===== src/include/serial_flash_consts.vh =====
// Opcodes, phase codes and field positions of the serial flash command port
`ifndef SERIAL_FLASH_CONSTS_VH
`define SERIAL_FLASH_CONSTS_VH
// ==========================================================
// Opcodes
`define OP_READ 8'h03
`define OP_FREAD 8'h0B
`define OP_DREAD 8'h3B
`define OP_DIOREAD 8'hBB
`define OP_SSE_A 8'h20
`define OP_SSE_B 8'hD7
`define OP_SE 8'hD8
`define OP_CE_A 8'h60
`define OP_CE_B 8'hC7
`define OP_PP 8'h02
`define OP_WREN 8'h06
`define OP_WRDI 8'h04
`define OP_PDOWN 8'hB9
`define OP_RDSR 8'h05
`define OP_WRSR 8'h01
`define OP_JID 8'h9F
`define OP_RDID 8'hAB
// ==========================================================
// Command phases
`define PH_IDLE 3'h0
`define PH_CMD 3'h1
`define PH_ADDR 3'h2
`define PH_DUMMY 3'h3
`define PH_DOUT 3'h4
`define PH_DIN 3'h5
`define PH_SRW 3'h6
`define PH_IGN 3'h7
// ==========================================================
// Output byte sources
`define SRC_MEM 2'h0
`define SRC_STAT 2'h1
`define SRC_JID 2'h2
`define SRC_ID 2'h3
// ==========================================================
// Status byte fields and reset values
`define ST_LOCK 7
`define ST_BP_HI 5
`define ST_BP_LO 2
`define ST_WEL 1
`define ST_BUSY 0
`define BP_RST 4'h0
`define LOCK_RST 1'b0
`define BITS_PER_BYTE 4'h8
`define ADDR_LAST_BYTE 2'h2
`endif


===== src/hdl/serial_flash_command_port.v =====
// Serial flash command port with program data FIFO
`timescale 1ns/1ps
`include "serial_flash_consts.vh"

// ==========================================================
// Program data FIFO
module prog_fifo #(
  parameter WIDTH = 8,
  parameter DEPTH = 32,
  parameter AW = 5
)(
  input wire sys_clk_i,
  input wire sys_rst_i,
  input wire [WIDTH-1:0] in_data_i,
  input wire in_valid_i,
  output wire in_ready_o,
  output wire [WIDTH-1:0] out_data_o,
  output wire out_valid_o,
  input wire out_ready_i
);
  reg [WIDTH-1:0] mem_reg [0:DEPTH-1];
  reg [AW-1:0] wr_ptr_reg;
  reg [AW-1:0] rd_ptr_reg;
  reg [AW:0] count_reg;
  wire push = in_valid_i & in_ready_o;
  wire pop = out_valid_o & out_ready_i;
  assign in_ready_o = (count_reg != DEPTH[AW:0]);
  assign out_valid_o = (count_reg != {(AW+1){1'b0}});
  assign out_data_o = mem_reg[rd_ptr_reg];
  always @(posedge sys_clk_i)
  begin
    if (push)
      mem_reg[wr_ptr_reg] <= in_data_i;
  end
  always @(posedge sys_clk_i)
  begin
    if (sys_rst_i)
    begin
      wr_ptr_reg <= {AW{1'b0}};
      rd_ptr_reg <= {AW{1'b0}};
      count_reg <= {(AW+1){1'b0}};
    end
    else
    begin
      if (push)
        wr_ptr_reg <= (wr_ptr_reg == DEPTH[AW-1:0] - 1'b1) ? {AW{1'b0}} : wr_ptr_reg + 1'b1;
      if (pop)
        rd_ptr_reg <= (rd_ptr_reg == DEPTH[AW-1:0] - 1'b1) ? {AW{1'b0}} : rd_ptr_reg + 1'b1;
      if (push & ~pop)
        count_reg <= count_reg + 1'b1;
      else if (pop & ~push)
        count_reg <= count_reg - 1'b1;
    end
  end
endmodule

// ==========================================================
// Command port
module serial_flash_command_port #(
  parameter ADDR_W = 19,
  parameter FIFO_DEPTH = 32,
  parameter [7:0] MFR_ID = 8'h5A,
  parameter [15:0] DEV_ID = 16'hA512
)(
  input wire sys_clk_i,
  input wire sys_rst_i,
  input wire sck_i,
  input wire cs_n_i,
  input wire data_line_zero_i,
  output wire data_line_zero_o,
  output wire data_line_zero_oe_o,
  input wire data_line_one_i,
  output wire data_line_one_o,
  output wire data_line_one_oe_o,
  input wire wp_n_i,
  input wire hold_n_i,
  input wire busy_i,
  input wire [7:0] mem_rdata_i,
  output wire mem_rd_o,
  output wire [ADDR_W-1:0] mem_addr_o,
  output wire small_erase_o,
  output wire sector_erase_o,
  output wire chip_erase_o,
  output wire [7:0] program_data_bytes_o,
  output wire prog_valid_o,
  input wire prog_ready_i,
  output wire prog_overflow_o,
  output wire selected_o,
  output wire spi_mode3_o,
  output wire power_down_o,
  output wire [7:0] status_o
);
  // ==========================================================
  // Pin synchronisers
  reg sck_m, sck_s, sck_d, cs_m, cs_s, cs_d;
  reg io0_m, io0_s, io1_m, io1_s, wp_m, wp_s, hold_m, hold_s;
  always @(posedge sys_clk_i)
  begin
    if (sys_rst_i)
    begin
      {sck_m, sck_s, sck_d} <= 3'h0;
      {cs_m, cs_s, cs_d} <= 3'h7;
      {io0_m, io0_s, io1_m, io1_s} <= 4'h0;
      {wp_m, wp_s, hold_m, hold_s} <= 4'hF;
    end
    else
    begin
      sck_m <= sck_i;
      sck_s <= sck_m;
      sck_d <= sck_s;
      cs_m <= cs_n_i;
      cs_s <= cs_m;
      cs_d <= cs_s;
      io0_m <= data_line_zero_i;
      io0_s <= io0_m;
      io1_m <= data_line_one_i;
      io1_s <= io1_m;
      wp_m <= wp_n_i;
      wp_s <= wp_m;
      hold_m <= hold_n_i;
      hold_s <= hold_m;
    end
  end
  wire active = ~cs_s & ~cs_d & hold_s;
  wire sck_rise = active & sck_s & ~sck_d;
  wire sck_fall = active & ~sck_s & sck_d;
  wire cs_fall = ~cs_s & cs_d;
  wire cs_rise = cs_s & ~cs_d;

  // ==========================================================
  // State
  reg [2:0] phase_reg;
  reg [7:0] op_reg;
  reg [7:0] in_sh_reg;
  reg [3:0] bit_cnt_reg;
  reg [1:0] byte_cnt_reg;
  reg [ADDR_W-1:0] addr_reg;
  reg [7:0] out_sh_reg;
  reg [3:0] out_cnt_reg;
  reg [1:0] src_reg;
  reg [1:0] jid_idx_reg;
  reg dual_in_reg, dual_out_reg, load_reg, oe_reg;
  reg io0_reg, io1_reg, mode3_reg, wel_reg, pd_reg, lock_reg;
  reg [3:0] bp_reg;
  reg sse_reg, se_reg, ce_reg, push_reg, ovf_reg;
  reg [7:0] push_data_reg;
  wire fifo_in_ready;

  // Dual capture puts the odd bit first: line 1 holds A23, A21 ...
  wire [7:0] in_byte = dual_in_reg ? {in_sh_reg[5:0], io1_s, io0_s}
    : {in_sh_reg[6:0], io0_s};
  wire [3:0] bit_next = bit_cnt_reg + (dual_in_reg ? 4'h2 : 4'h1);
  wire byte_done = sck_rise & (bit_next == `BITS_PER_BYTE);
  wire [ADDR_W-1:0] addr_next = {addr_reg[ADDR_W-9:0], in_byte};
  wire [7:0] status_byte = {lock_reg, 1'b0, bp_reg, wel_reg, busy_i};
  wire protect = ~wp_s & lock_reg;
  reg [7:0] src_byte;
  always @*
  begin
    case (src_reg)
      `SRC_MEM: src_byte = mem_rdata_i;
      `SRC_STAT: src_byte = status_byte;
      `SRC_JID: src_byte = (jid_idx_reg == 2'h0) ? MFR_ID
        : (jid_idx_reg == 2'h1) ? DEV_ID[15:8] : DEV_ID[7:0];
      default: src_byte = DEV_ID[7:0];
    endcase
  end

  // ==========================================================
  // Command sequencer
  always @(posedge sys_clk_i)
  begin
    if (sys_rst_i)
    begin
      phase_reg <= `PH_IDLE;
      op_reg <= 8'h00;
      in_sh_reg <= 8'h00;
      bit_cnt_reg <= 4'h0;
      byte_cnt_reg <= 2'h0;
      addr_reg <= {ADDR_W{1'b0}};
      out_sh_reg <= 8'h00;
      out_cnt_reg <= 4'h0;
      src_reg <= `SRC_MEM;
      jid_idx_reg <= 2'h0;
      {dual_in_reg, dual_out_reg, load_reg, oe_reg} <= 4'h0;
      {io0_reg, io1_reg, mode3_reg, wel_reg, pd_reg} <= 5'h0;
      lock_reg <= `LOCK_RST;
      bp_reg <= `BP_RST;
      {sse_reg, se_reg, ce_reg, push_reg, ovf_reg} <= 5'h0;
      push_data_reg <= 8'h00;
    end
    else
    begin
      {sse_reg, se_reg, ce_reg, push_reg, load_reg} <= 5'h0;
      if (load_reg)
      begin
        out_sh_reg <= src_byte;
        out_cnt_reg <= 4'h0;
      end
      if (push_reg & ~fifo_in_ready)
        ovf_reg <= 1'b1;
      if (cs_rise)
      begin
        phase_reg <= `PH_IDLE;
        {dual_in_reg, dual_out_reg, oe_reg} <= 3'h0;
      end
      else if (cs_fall)
      begin
        phase_reg <= `PH_CMD;
        mode3_reg <= sck_s;
        bit_cnt_reg <= 4'h0;
        byte_cnt_reg <= 2'h0;
        jid_idx_reg <= 2'h0;
        // A loss in the same cycle as the new select still shows
        ovf_reg <= push_reg & ~fifo_in_ready;
        {dual_in_reg, dual_out_reg, oe_reg} <= 3'h0;
      end
      else
      begin
        if (sck_rise)
        begin
          in_sh_reg <= in_byte;
          bit_cnt_reg <= byte_done ? 4'h0 : bit_next;
        end
        if (byte_done)
        begin
          case (phase_reg)
            `PH_CMD:
            begin
              op_reg <= in_byte;
              phase_reg <= `PH_IGN;
              if (in_byte == `OP_RDID)
              begin
                pd_reg <= 1'b0;
                phase_reg <= `PH_ADDR;
              end
              else if (~pd_reg)
              begin
                case (in_byte)
                  `OP_READ, `OP_FREAD, `OP_DREAD, `OP_PP,
                  `OP_SSE_A, `OP_SSE_B, `OP_SE: phase_reg <= `PH_ADDR;
                  `OP_DIOREAD:
                  begin
                    phase_reg <= `PH_ADDR;
                    dual_in_reg <= 1'b1;
                  end
                  `OP_CE_A, `OP_CE_B:
                  begin
                    ce_reg <= wel_reg;
                    wel_reg <= 1'b0;
                  end
                  `OP_WREN: wel_reg <= 1'b1;
                  `OP_WRDI: wel_reg <= 1'b0;
                  `OP_PDOWN: pd_reg <= 1'b1;
                  `OP_RDSR:
                  begin
                    phase_reg <= `PH_DOUT;
                    src_reg <= `SRC_STAT;
                    load_reg <= 1'b1;
                  end
                  `OP_WRSR: phase_reg <= `PH_SRW;
                  `OP_JID:
                  begin
                    phase_reg <= `PH_DOUT;
                    src_reg <= `SRC_JID;
                    load_reg <= 1'b1;
                  end
                  default: phase_reg <= `PH_IGN;
                endcase
              end
            end
            `PH_ADDR:
            begin
              addr_reg <= addr_next;
              byte_cnt_reg <= byte_cnt_reg + 2'h1;
              if (byte_cnt_reg == `ADDR_LAST_BYTE)
              begin
                phase_reg <= `PH_IGN;
                case (op_reg)
                  `OP_READ:
                  begin
                    phase_reg <= `PH_DOUT;
                    src_reg <= `SRC_MEM;
                    load_reg <= 1'b1;
                  end
                  `OP_FREAD, `OP_DREAD, `OP_DIOREAD: phase_reg <= `PH_DUMMY;
                  `OP_RDID:
                  begin
                    phase_reg <= `PH_DOUT;
                    src_reg <= `SRC_ID;
                    load_reg <= 1'b1;
                  end
                  `OP_PP:
                  begin
                    if (wel_reg)
                      phase_reg <= `PH_DIN;
                    wel_reg <= 1'b0;
                  end
                  `OP_SE:
                  begin
                    se_reg <= wel_reg;
                    wel_reg <= 1'b0;
                  end
                  default:
                  begin
                    sse_reg <= wel_reg;
                    wel_reg <= 1'b0;
                  end
                endcase
              end
            end
            `PH_DUMMY:
            begin
              // Lines stay released through the dummy byte for bus turnaround
              phase_reg <= `PH_DOUT;
              src_reg <= `SRC_MEM;
              load_reg <= 1'b1;
              dual_in_reg <= 1'b0;
              dual_out_reg <= (op_reg != `OP_FREAD);
            end
            `PH_DIN:
            begin
              push_reg <= 1'b1;
              push_data_reg <= in_byte;
            end
            `PH_SRW:
            begin
              if (wel_reg & ~protect)
              begin
                lock_reg <= in_byte[`ST_LOCK];
                bp_reg <= in_byte[`ST_BP_HI:`ST_BP_LO];
                wel_reg <= 1'b0;
              end
              phase_reg <= `PH_IGN;
            end
            default: phase_reg <= phase_reg;
          endcase
        end
        if (sck_fall && phase_reg == `PH_DOUT)
        begin
          oe_reg <= 1'b1;
          if (dual_out_reg)
          begin
            io0_reg <= out_sh_reg[7];
            io1_reg <= out_sh_reg[6];
            out_sh_reg <= {out_sh_reg[5:0], 2'b00};
          end
          else
          begin
            io1_reg <= out_sh_reg[7];
            out_sh_reg <= {out_sh_reg[6:0], 1'b0};
          end
          out_cnt_reg <= out_cnt_reg + (dual_out_reg ? 4'h2 : 4'h1);
          if (out_cnt_reg + (dual_out_reg ? 4'h2 : 4'h1) == `BITS_PER_BYTE)
          begin
            addr_reg <= addr_reg + 1'b1;
            jid_idx_reg <= (jid_idx_reg == 2'h2) ? 2'h0 : jid_idx_reg + 2'h1;
            load_reg <= 1'b1;
          end
        end
      end
    end
  end

  // ==========================================================
  // FIFO toward the array; a full FIFO loses the byte and flags it
  prog_fifo #(
    .WIDTH(8),
    .DEPTH(FIFO_DEPTH),
    .AW(5)
  ) u_fifo (
    .sys_clk_i(sys_clk_i),
    .sys_rst_i(sys_rst_i),
    .in_data_i(push_data_reg),
    .in_valid_i(push_reg),
    .in_ready_o(fifo_in_ready),
    .out_data_o(program_data_bytes_o),
    .out_valid_o(prog_valid_o),
    .out_ready_i(prog_ready_i)
  );

  // ==========================================================
  // Outputs
  wire drive = oe_reg & ~cs_s & hold_s;
  assign data_line_zero_o = io0_reg;
  assign data_line_zero_oe_o = drive & dual_out_reg;
  assign data_line_one_o = io1_reg;
  assign data_line_one_oe_o = drive;
  assign mem_rd_o = load_reg & (src_reg == `SRC_MEM);
  assign mem_addr_o = addr_reg;
  assign small_erase_o = sse_reg;
  assign sector_erase_o = se_reg;
  assign chip_erase_o = ce_reg;
  assign prog_overflow_o = ovf_reg;
  assign selected_o = ~cs_s;
  assign spi_mode3_o = mode3_reg;
  assign power_down_o = pd_reg;
  assign status_o = status_byte;
endmodule


===== config.mk =====
export PLATFORM = sky130hd
export DESIGN_NAME = serial_flash_command_port
export DESIGN_NICKNAME = d
export VERILOG_FILES = /design/src/hdl/serial_flash_command_port.v
export VERILOG_INCLUDE_DIRS = /design/src /design/src/include
export SDC_FILE = /design/constraint.sdc
export NUM_CORES = 1
export LEC_CHECK = 0
export ABC_AREA = 1
export BUFFER_PORTS_ARGS = -buffer_cell sky130_fd_sc_hd__buf_2
export CORE_UTILIZATION = 51
export DETAILED_ROUTE_END_ITERATION = 6
export HOLD_SLACK_MARGIN = 0.12
export PLACE_DENSITY = 0.7
export SLEW_MARGIN = 20
export SYNTH_ARGS = -nofsm -noshare
export SYNTH_HDL_FRONTEND = slang
export SYNTH_SLANG_ARGS = --single-unit
export TNS_END_PERCENT = 50

===== constraint.sdc =====
create_clock -name sys_clk_i -period 2.7 [get_ports sys_clk_i]
set_input_delay 0.27 -clock sys_clk_i [delete_from_list [all_inputs] [get_ports sys_clk_i]]
set_output_delay 0.27 -clock sys_clk_i [all_outputs]
set_load 0.02 [all_outputs]

# ---- Word-level counts from Yosys, hierarchy flattened
# Memory sizes are Yosys's and may differ from the RTL's. A register that Yosys moved wholly into a read port is not among the register bits.
# Index checks and enable logic that the tools add are counted.
dict set report word_totals {
  input_bits 18
  output_inout_bits 48
  ff_bits 116
  memories 1
  elab_cells 268
  ramBits 256
}
dict set report op_classes {
  eq_ne 51
  bitwise 37
  add_sub_neg 9
  reduce_logical 45
  muxes 80
}
# name words word_bits rd rd_clocked_by_memory_dff wr line
set mem_list {}
lappend mem_list {u_fifo.mem_reg 32 8 1 1 1 serial_flash_command_port.v:21} ;# reg [WIDTH-1:0] mem_reg [0:DEPTH-1];
# cell count
set ops {}
lappend ops {{$eq A8 B8 Y1 const B} 10}
lappend ops {{$mux W19} 4}
lappend ops {{$mux W8} 8}
lappend ops {{$eq A8 B2 Y1 const B} 4}
lappend ops {{$mux W1} 28}
lappend ops {{$mux W4} 7}
lappend ops {{$mux W2} 13}
lappend ops {{$eq A8 B3 Y1 const B} 3}
lappend ops {{$eq A8 B6 Y1 const B} 3}
lappend ops {{$pmux W8 S3} 1}
lappend ops {{$and A1 B1 Y1} 20}
lappend ops {{$mux W5} 4}
lappend ops {{$add A19 B1 Y19 const B} 1}
lappend ops {{$pmux W3 S3} 2}
lappend ops {{$reduce_and A3 Y1} 6}
lappend ops {{$not A1 Y1} 17}
lappend ops {{$eq A8 B4 Y1 const B} 2}
lappend ops {{$reduce_or A8 Y1} 2}
lappend ops {{$reduce_bool A2 Y1} 7}
lappend ops {{$reduce_or A13 Y1} 1}
lappend ops {{$mux W6} 2}
lappend ops {{$pmux W3 S4} 1}
lappend ops {{$reduce_and A4 Y1} 3}
lappend ops {{$add A5 B1 Y5 const B} 2}
lappend ops {{other kinds (40)} 71}

# ---- Logic depth before layout (Yosys ltp)
dict set report depth {
  word_depth 10
  depth_mapped 18
}

# ---- Cells and area by module
# Synthesis repeated with hierarchy kept, for this count alone.
dict set report unflattened {
  hier_cells 1948
  area_unflattened_um2 17543.1
}
# module area_each_um2 seq_area_each_um2 cells_per_inst instances
set modules_own_cells {}
lappend modules_own_cells {prog_fifo 11743.8 8107.8 1053 1}
lappend modules_own_cells {serial_flash_command_port 5799.3 2001.9 895 1}

# ---- Worst setup path before layout
# Ideal clock, no wire load.
dict set report synth_timing {
  path_type {register to register}
  start {register dual_in_reg}
  end {register push_data_reg[7]}
  path_stages_with_launch 16
  required_ps 2581
  setup_time_ps 119
  setup_slack_ps 44
  path_buffers 3
  arrival_time_ps 2536
  path_cell_list {dfxtp_1 -> buf_6 -> inv_4 -> buf_6 -> ha_1 -> inv_1 -> fa_1 -> inv_1 -> or2_1 -> nor3_2 -> nand2_2 -> nor2_4 -> nand4_2 -> buf_2 -> o21ai_1 -> a21oi_1}
}
dict set report synth_via {
  elab_chain_cells 5
  elab_cells_between_ends 6
  cone_classes {add/sub (1); eq/ne (1); mux (2); bitwise (1); reduce/logical (1)}
}
# element line
set synth_lines {}
lappend synth_lines {{start: declaration} serial_flash_command_port.v:142} ;# reg dual_in_reg, dual_out_reg, load_reg, oe_reg;
lappend synth_lines {{start signal: assignment} serial_flash_command_port.v:185} ;# {dual_in_reg, dual_out_reg, load_reg, oe_reg} <= 4'h0;
lappend synth_lines {{start signal: assignment} serial_flash_command_port.v:205} ;# {dual_in_reg, dual_out_reg, oe_reg} <= 3'h0;
lappend synth_lines {{start signal: assignment} serial_flash_command_port.v:216} ;# {dual_in_reg, dual_out_reg, oe_reg} <= 3'h0;
lappend synth_lines {{$mux W2} serial_flash_command_port.v:152} ;# wire [3:0] bit_next = bit_cnt_reg + (dual_in_reg ? 4'h2 : 4'h1);
lappend synth_lines {{$add A4 B2 Y4} serial_flash_command_port.v:152}
lappend synth_lines {{$eq A4 B4 Y1 (no source line)} -}
lappend synth_lines {{$and A1 B1 Y1} serial_flash_command_port.v:153} ;# wire byte_done = sck_rise & (bit_next == `BITS_PER_BYTE);
lappend synth_lines {{$reduce_and A4 Y1 (no source line)} -}
lappend synth_lines {{end signal: assignment} serial_flash_command_port.v:324} ;# push_data_reg <= in_byte;
lappend synth_lines {{end: declaration} serial_flash_command_port.v:146} ;# reg [7:0] push_data_reg;
# Several ways; a longest one is shown, not always the timed one.
# A chain may end at the register's enable or synchronous reset.

==> summary.md <==
| Metric | Value |
|---|---|
| Outcome | `finished, final reports clean` |
| Met2 global-route usage | `0.4464` |
| Remaining global-route overflow | `0` |
| Slew headroom | `0.4604` |
| Async set-or-reset flop fraction in the synthesized netlist | `0` |
| Hold violation count in the final report | `0` |
| Global placement routability congestion | `0.9450` |
| Min Hold Slack | `0.1691 ns` |
| N_diodes | `0` |
| Static power due to leakage | `about 8 nW` |
| Top Ports | `66` |
| GR Util All Layers | `0.2602` |
| Maximum root-to-sink buffer count | `3` |
| Fraction of layout cells with a size suffix above 1 | `0.1538` |
| Critical path's largest stage delay | `about 0.46 ns` |
| Synth-to-Final Area Change | `18.75%` |
| Met1 demand-to-capacity share in global routing | `0.3418` |
| Fraction of the core area covered by cells at the end of the flow | `0.6210` |
| Synth Instances | `1714` |
| Library cells used by synthesis | `49` |
| Horiz. Die Dim | `182.8 um` |
| Post-synth EDFFs | `256` |
| Pin count of the biggest net entering global routing | `47` |
| Core Footprint | `31880 um2` |
| Number of warnings printed during yosys synthesis | `0` |
| Clock transition at path regs | `0.06 ns` |
| Unrepaired setup endpoints after global routing | `yes` |
| Cell with the largest stage delay on the worst path | `dfxtp_4` |
| Worst R2R Setup Slack | `~0.14 ns` |
| Final design area excluding fillers | `19800 um2` |
| Clock tree from TritonCTS | `built` |
| Post-Route Setup TNS | `0 ns` |
| Number of port buffers | `64` |
| Max reg flops | `256` |
| WL/cell | `19.35 um` |
| Number of sinks driven by the clock tree | `between 300 and 400` |
| Sum of routed wire length over all layers | `between 40 and 50 mm` |
| Cell Area, Placed | `17840 um2` |
| Commonest non-fill, non-tap cell in the layout | `nor2_1` |
| Critical path endpoint category | `output port` |
| Register bit count reported by yosys | `377` |
| Critical Path Start Type | `register` |
| Number of clock buffers inserted by TritonCTS | `41` |
| Mean instance size in the synthesized netlist | `roughly 9.7 um2` |
| Number of standard-cell rows in the floorplan | `65` |
| Hold endpoint | `out_sh_reg[0]$_SDFF_PP0_` |
| Vias in the first global route | `12.36k` |
| Number of levels the H-tree was split into | `2` |
| Violation count after the first detailed-route iteration | `1299` |
| Count of vias placed by the detailed router | `13.25k` |
| Worst-path maximum fanout | `15` |
| Share of the synthesized area in the top cell type | `0.4611` |
| Half-perimeter wire length after placement | `roughly 27 mm` |
| Worst Max-Slew Pin Slew | `between 0.8 and 0.9 ns` |
| Fin crit period | `2.662 ns` |
| Sequential element share of the synthesized area | `0.6063` |
| Final Cycle Share | `0.9861` |
| Most frequent cells in the layout | `269 x nor2_1, 256 x edfxtp_1, 231 x o21ai_0, 210 x nand2_1, 123 x inv_1` |
| Maximum vdd drop | `0.0006656 V` |
| Max capacitance violation total | `0` |
| Biggest area consumer among synthesized cells | `edfxtp_1` |
| Max Slew Vio Count | `0` |
| Clock insertion delay at the later pin of the skew report | `0.55 ns` |
| Most used flip-flop cell after synthesis | `edfxtp_1` |
| Main area contributors after synthesis | `edfxtp_1 46%, dfxtp_1 15%, o21ai_0 7.2%, nor2_1 6.1%, nand2_1 4.7%` |
| Cells on worst reg2reg path | `13` |
| Remaining DRCs | `0` |
| Post-synthesis cell area | `roughly 17000 um2` |
| Capturing point of the worst reg2reg path | `mem_addr_o[3]$_SDFFE_PP0P_` |
| Pwr Density | `796.1 nW/um2` |
| Worst Path Arrival | `roughly 2.4 ns` |
| Initial core utilization | `0.5230` |
| Worst clock skew | `0.02763 ns` |
| Worst min-delay path startpoint | `mem_rdata_i[0]` |
| Via count normalized by instance count | `between 5 and 6` |
| Initial antenna violation count | `0` |
| Routed Antenna Nets | `0` |
| Overall Power | `15.76 mW` |
| WS Path Type | `reg2out` |
| GRT busiest layer | `met2` |
| First-pass GRT wire length | `between 60 and 70 mm` |
| Number of setup violations in the final report | `0` |
| Die Y-Extent | `182.8 um` |
| Critical path required time | `2.43 ns` |
| Final net count | `1882` |
| Number of detailed-routing iterations run before antenna repair | `7` |
| Critical Path, Cell by Cell | `buf_4 -> clkbuf_16 -> nor2_1 -> o22ai_1 -> nor2_1 -> nor2_1 -> o21ai_0 -> a32oi_1 -> buf_2` |
| Maximum operating frequency | `375.6 MHz` |
| Cell type with the highest occurrence count on the critical path | `nor2_1` |
| Synth Net Count | `between 1.5k and 2k` |
| Path category of the worst min-delay check | `in2reg` |
| Master cell of the clock root buffer | `clkbuf_16` |
| R2r startpoint | `bit_cnt_reg[0]$_SDFFE_PP0P_` |
| Number of stages on the worst hold path | `5` |
| DIE AREA | `between 30000 and 40000 um2` |
| GR met3 Demand/Resource | `0.03058` |
[stage by stage]
| step | setup slack [ns] | cells |
|---|---|---|
| detailed placement | -0.002044 | 2208 |
| global placement | 0.1500 | 2208 |
| floorplan | 0.04438 | 1714 |
| CTS | -0.02108 | 2298 |
| finish | 0.03761 | 2308 |
| global route | -0.04618 | 2308 |
[metal layers]
metal,up-vias,share of wire
met1,6276,0.41
met3,90,0.071
met5,-,0
li1,6279,-
met2,601,0.49
met4,0,0.029
[how the worst max path moves through the flow]
stage	from	endpoint
after floorplan	dual_in_reg$_SDFFE_PP0P_	push_data_reg[7]$_SDFFE_PP0P_
after global placement	dual_in_reg$_SDFFE_PP0P_	push_data_reg[5]$_SDFFE_PP0P_
after detailed placement	dual_in_reg$_SDFFE_PP0P_	push_data_reg[5]$_SDFFE_PP0P_
after CTS	register	program_data_bytes_o[6]
after global routing	register	program_data_bytes_o[4]
final	register	program_data_bytes_o[7]
[cell usage after synthesis (5+ instances only)]
| cell type | number |
|---|---|
| nand4_1 | 11 |
| xor2_1 | 10 |
| nand3_1 | 58 |
| o221ai_1 | 44 |
| o21ai_0 | 239 |
| buf_2 | 12 |
| nor3_1 | 21 |
| clkinv_1 | 5 |
| o21ai_1 | 20 |
| edfxtp_1 | 256 |
| a31oi_1 | 18 |
| a21oi_1 | 90 |
| xnor2_1 | 6 |
| nand2_2 | 5 |
| inv_2 | 9 |
| nor2_1 | 271 |
| clkbuf_1 | 61 |
| ha_1 | 21 |
| a32oi_1 | 6 |
| dfxtp_1 | 121 |
| buf_4 | 6 |
| inv_1 | 126 |
| nand2_1 | 210 |
| or2_2 | 8 |
| o211ai_1 | 9 |
| nor4_1 | 6 |
| buf_6 | 5 |
| o22ai_1 | 23 |
[where the power goes]
group          total (mW)  switching (mW)  internal [mW]
combinational        3.82            2.28           1.53
clock                5.57            2.31           3.27
sequential           6.37           0.162           6.21
total                15.8            4.75           11.0
[final cells by class]
type | instances | area (um2)
clock buffer | 53 | 1092
clock inverter | 23 | 237.7
fill | 2600 | 12080
inverter | 142 | 548.0
multi-input combinational | 1110 | 5784
sequential | 377 | 10120
tap | 435 | 544.3
timing repair buffer | 168 | 1474
[logic make-up (layout without fill, tap and decap cells)]
family | Yosys count | count (layout) | share of synthesized area
buffers and inverters | 227 | 386 | 0.05590
other | 1 | 1 | 0.0002249
flip-flops | 377 | 377 | 0.6063
AO/OA/AOI/OAI | 458 | 458 | 0.1549
adder cells (fa/ha/maj) | 24 | 24 | 0.01936
XOR/XNOR | 16 | 16 | 0.008404
AND/OR/NAND/NOR | 611 | 611 | 0.1549
[critical path: cells and delay by family, from the launching register on]
kind | cells | cell delay, ns
AOI/OAI and AO/OA | 3 | 0.62
buffers and inverters | 3 | 0.55
DFF | 1 | 0.46
and+or+nand+nor | 3 | 0.22
[what timing repair did]
action	in CTS	in global routing
pin swaps	1	16
resized for setup	16	44
hold endpoints to repair	8	0
hold buffers	8	0
setup endpoints to repair	10	54
cloned	5	5
setup buffers	1	5
Power figures use the tool's default switching activity.
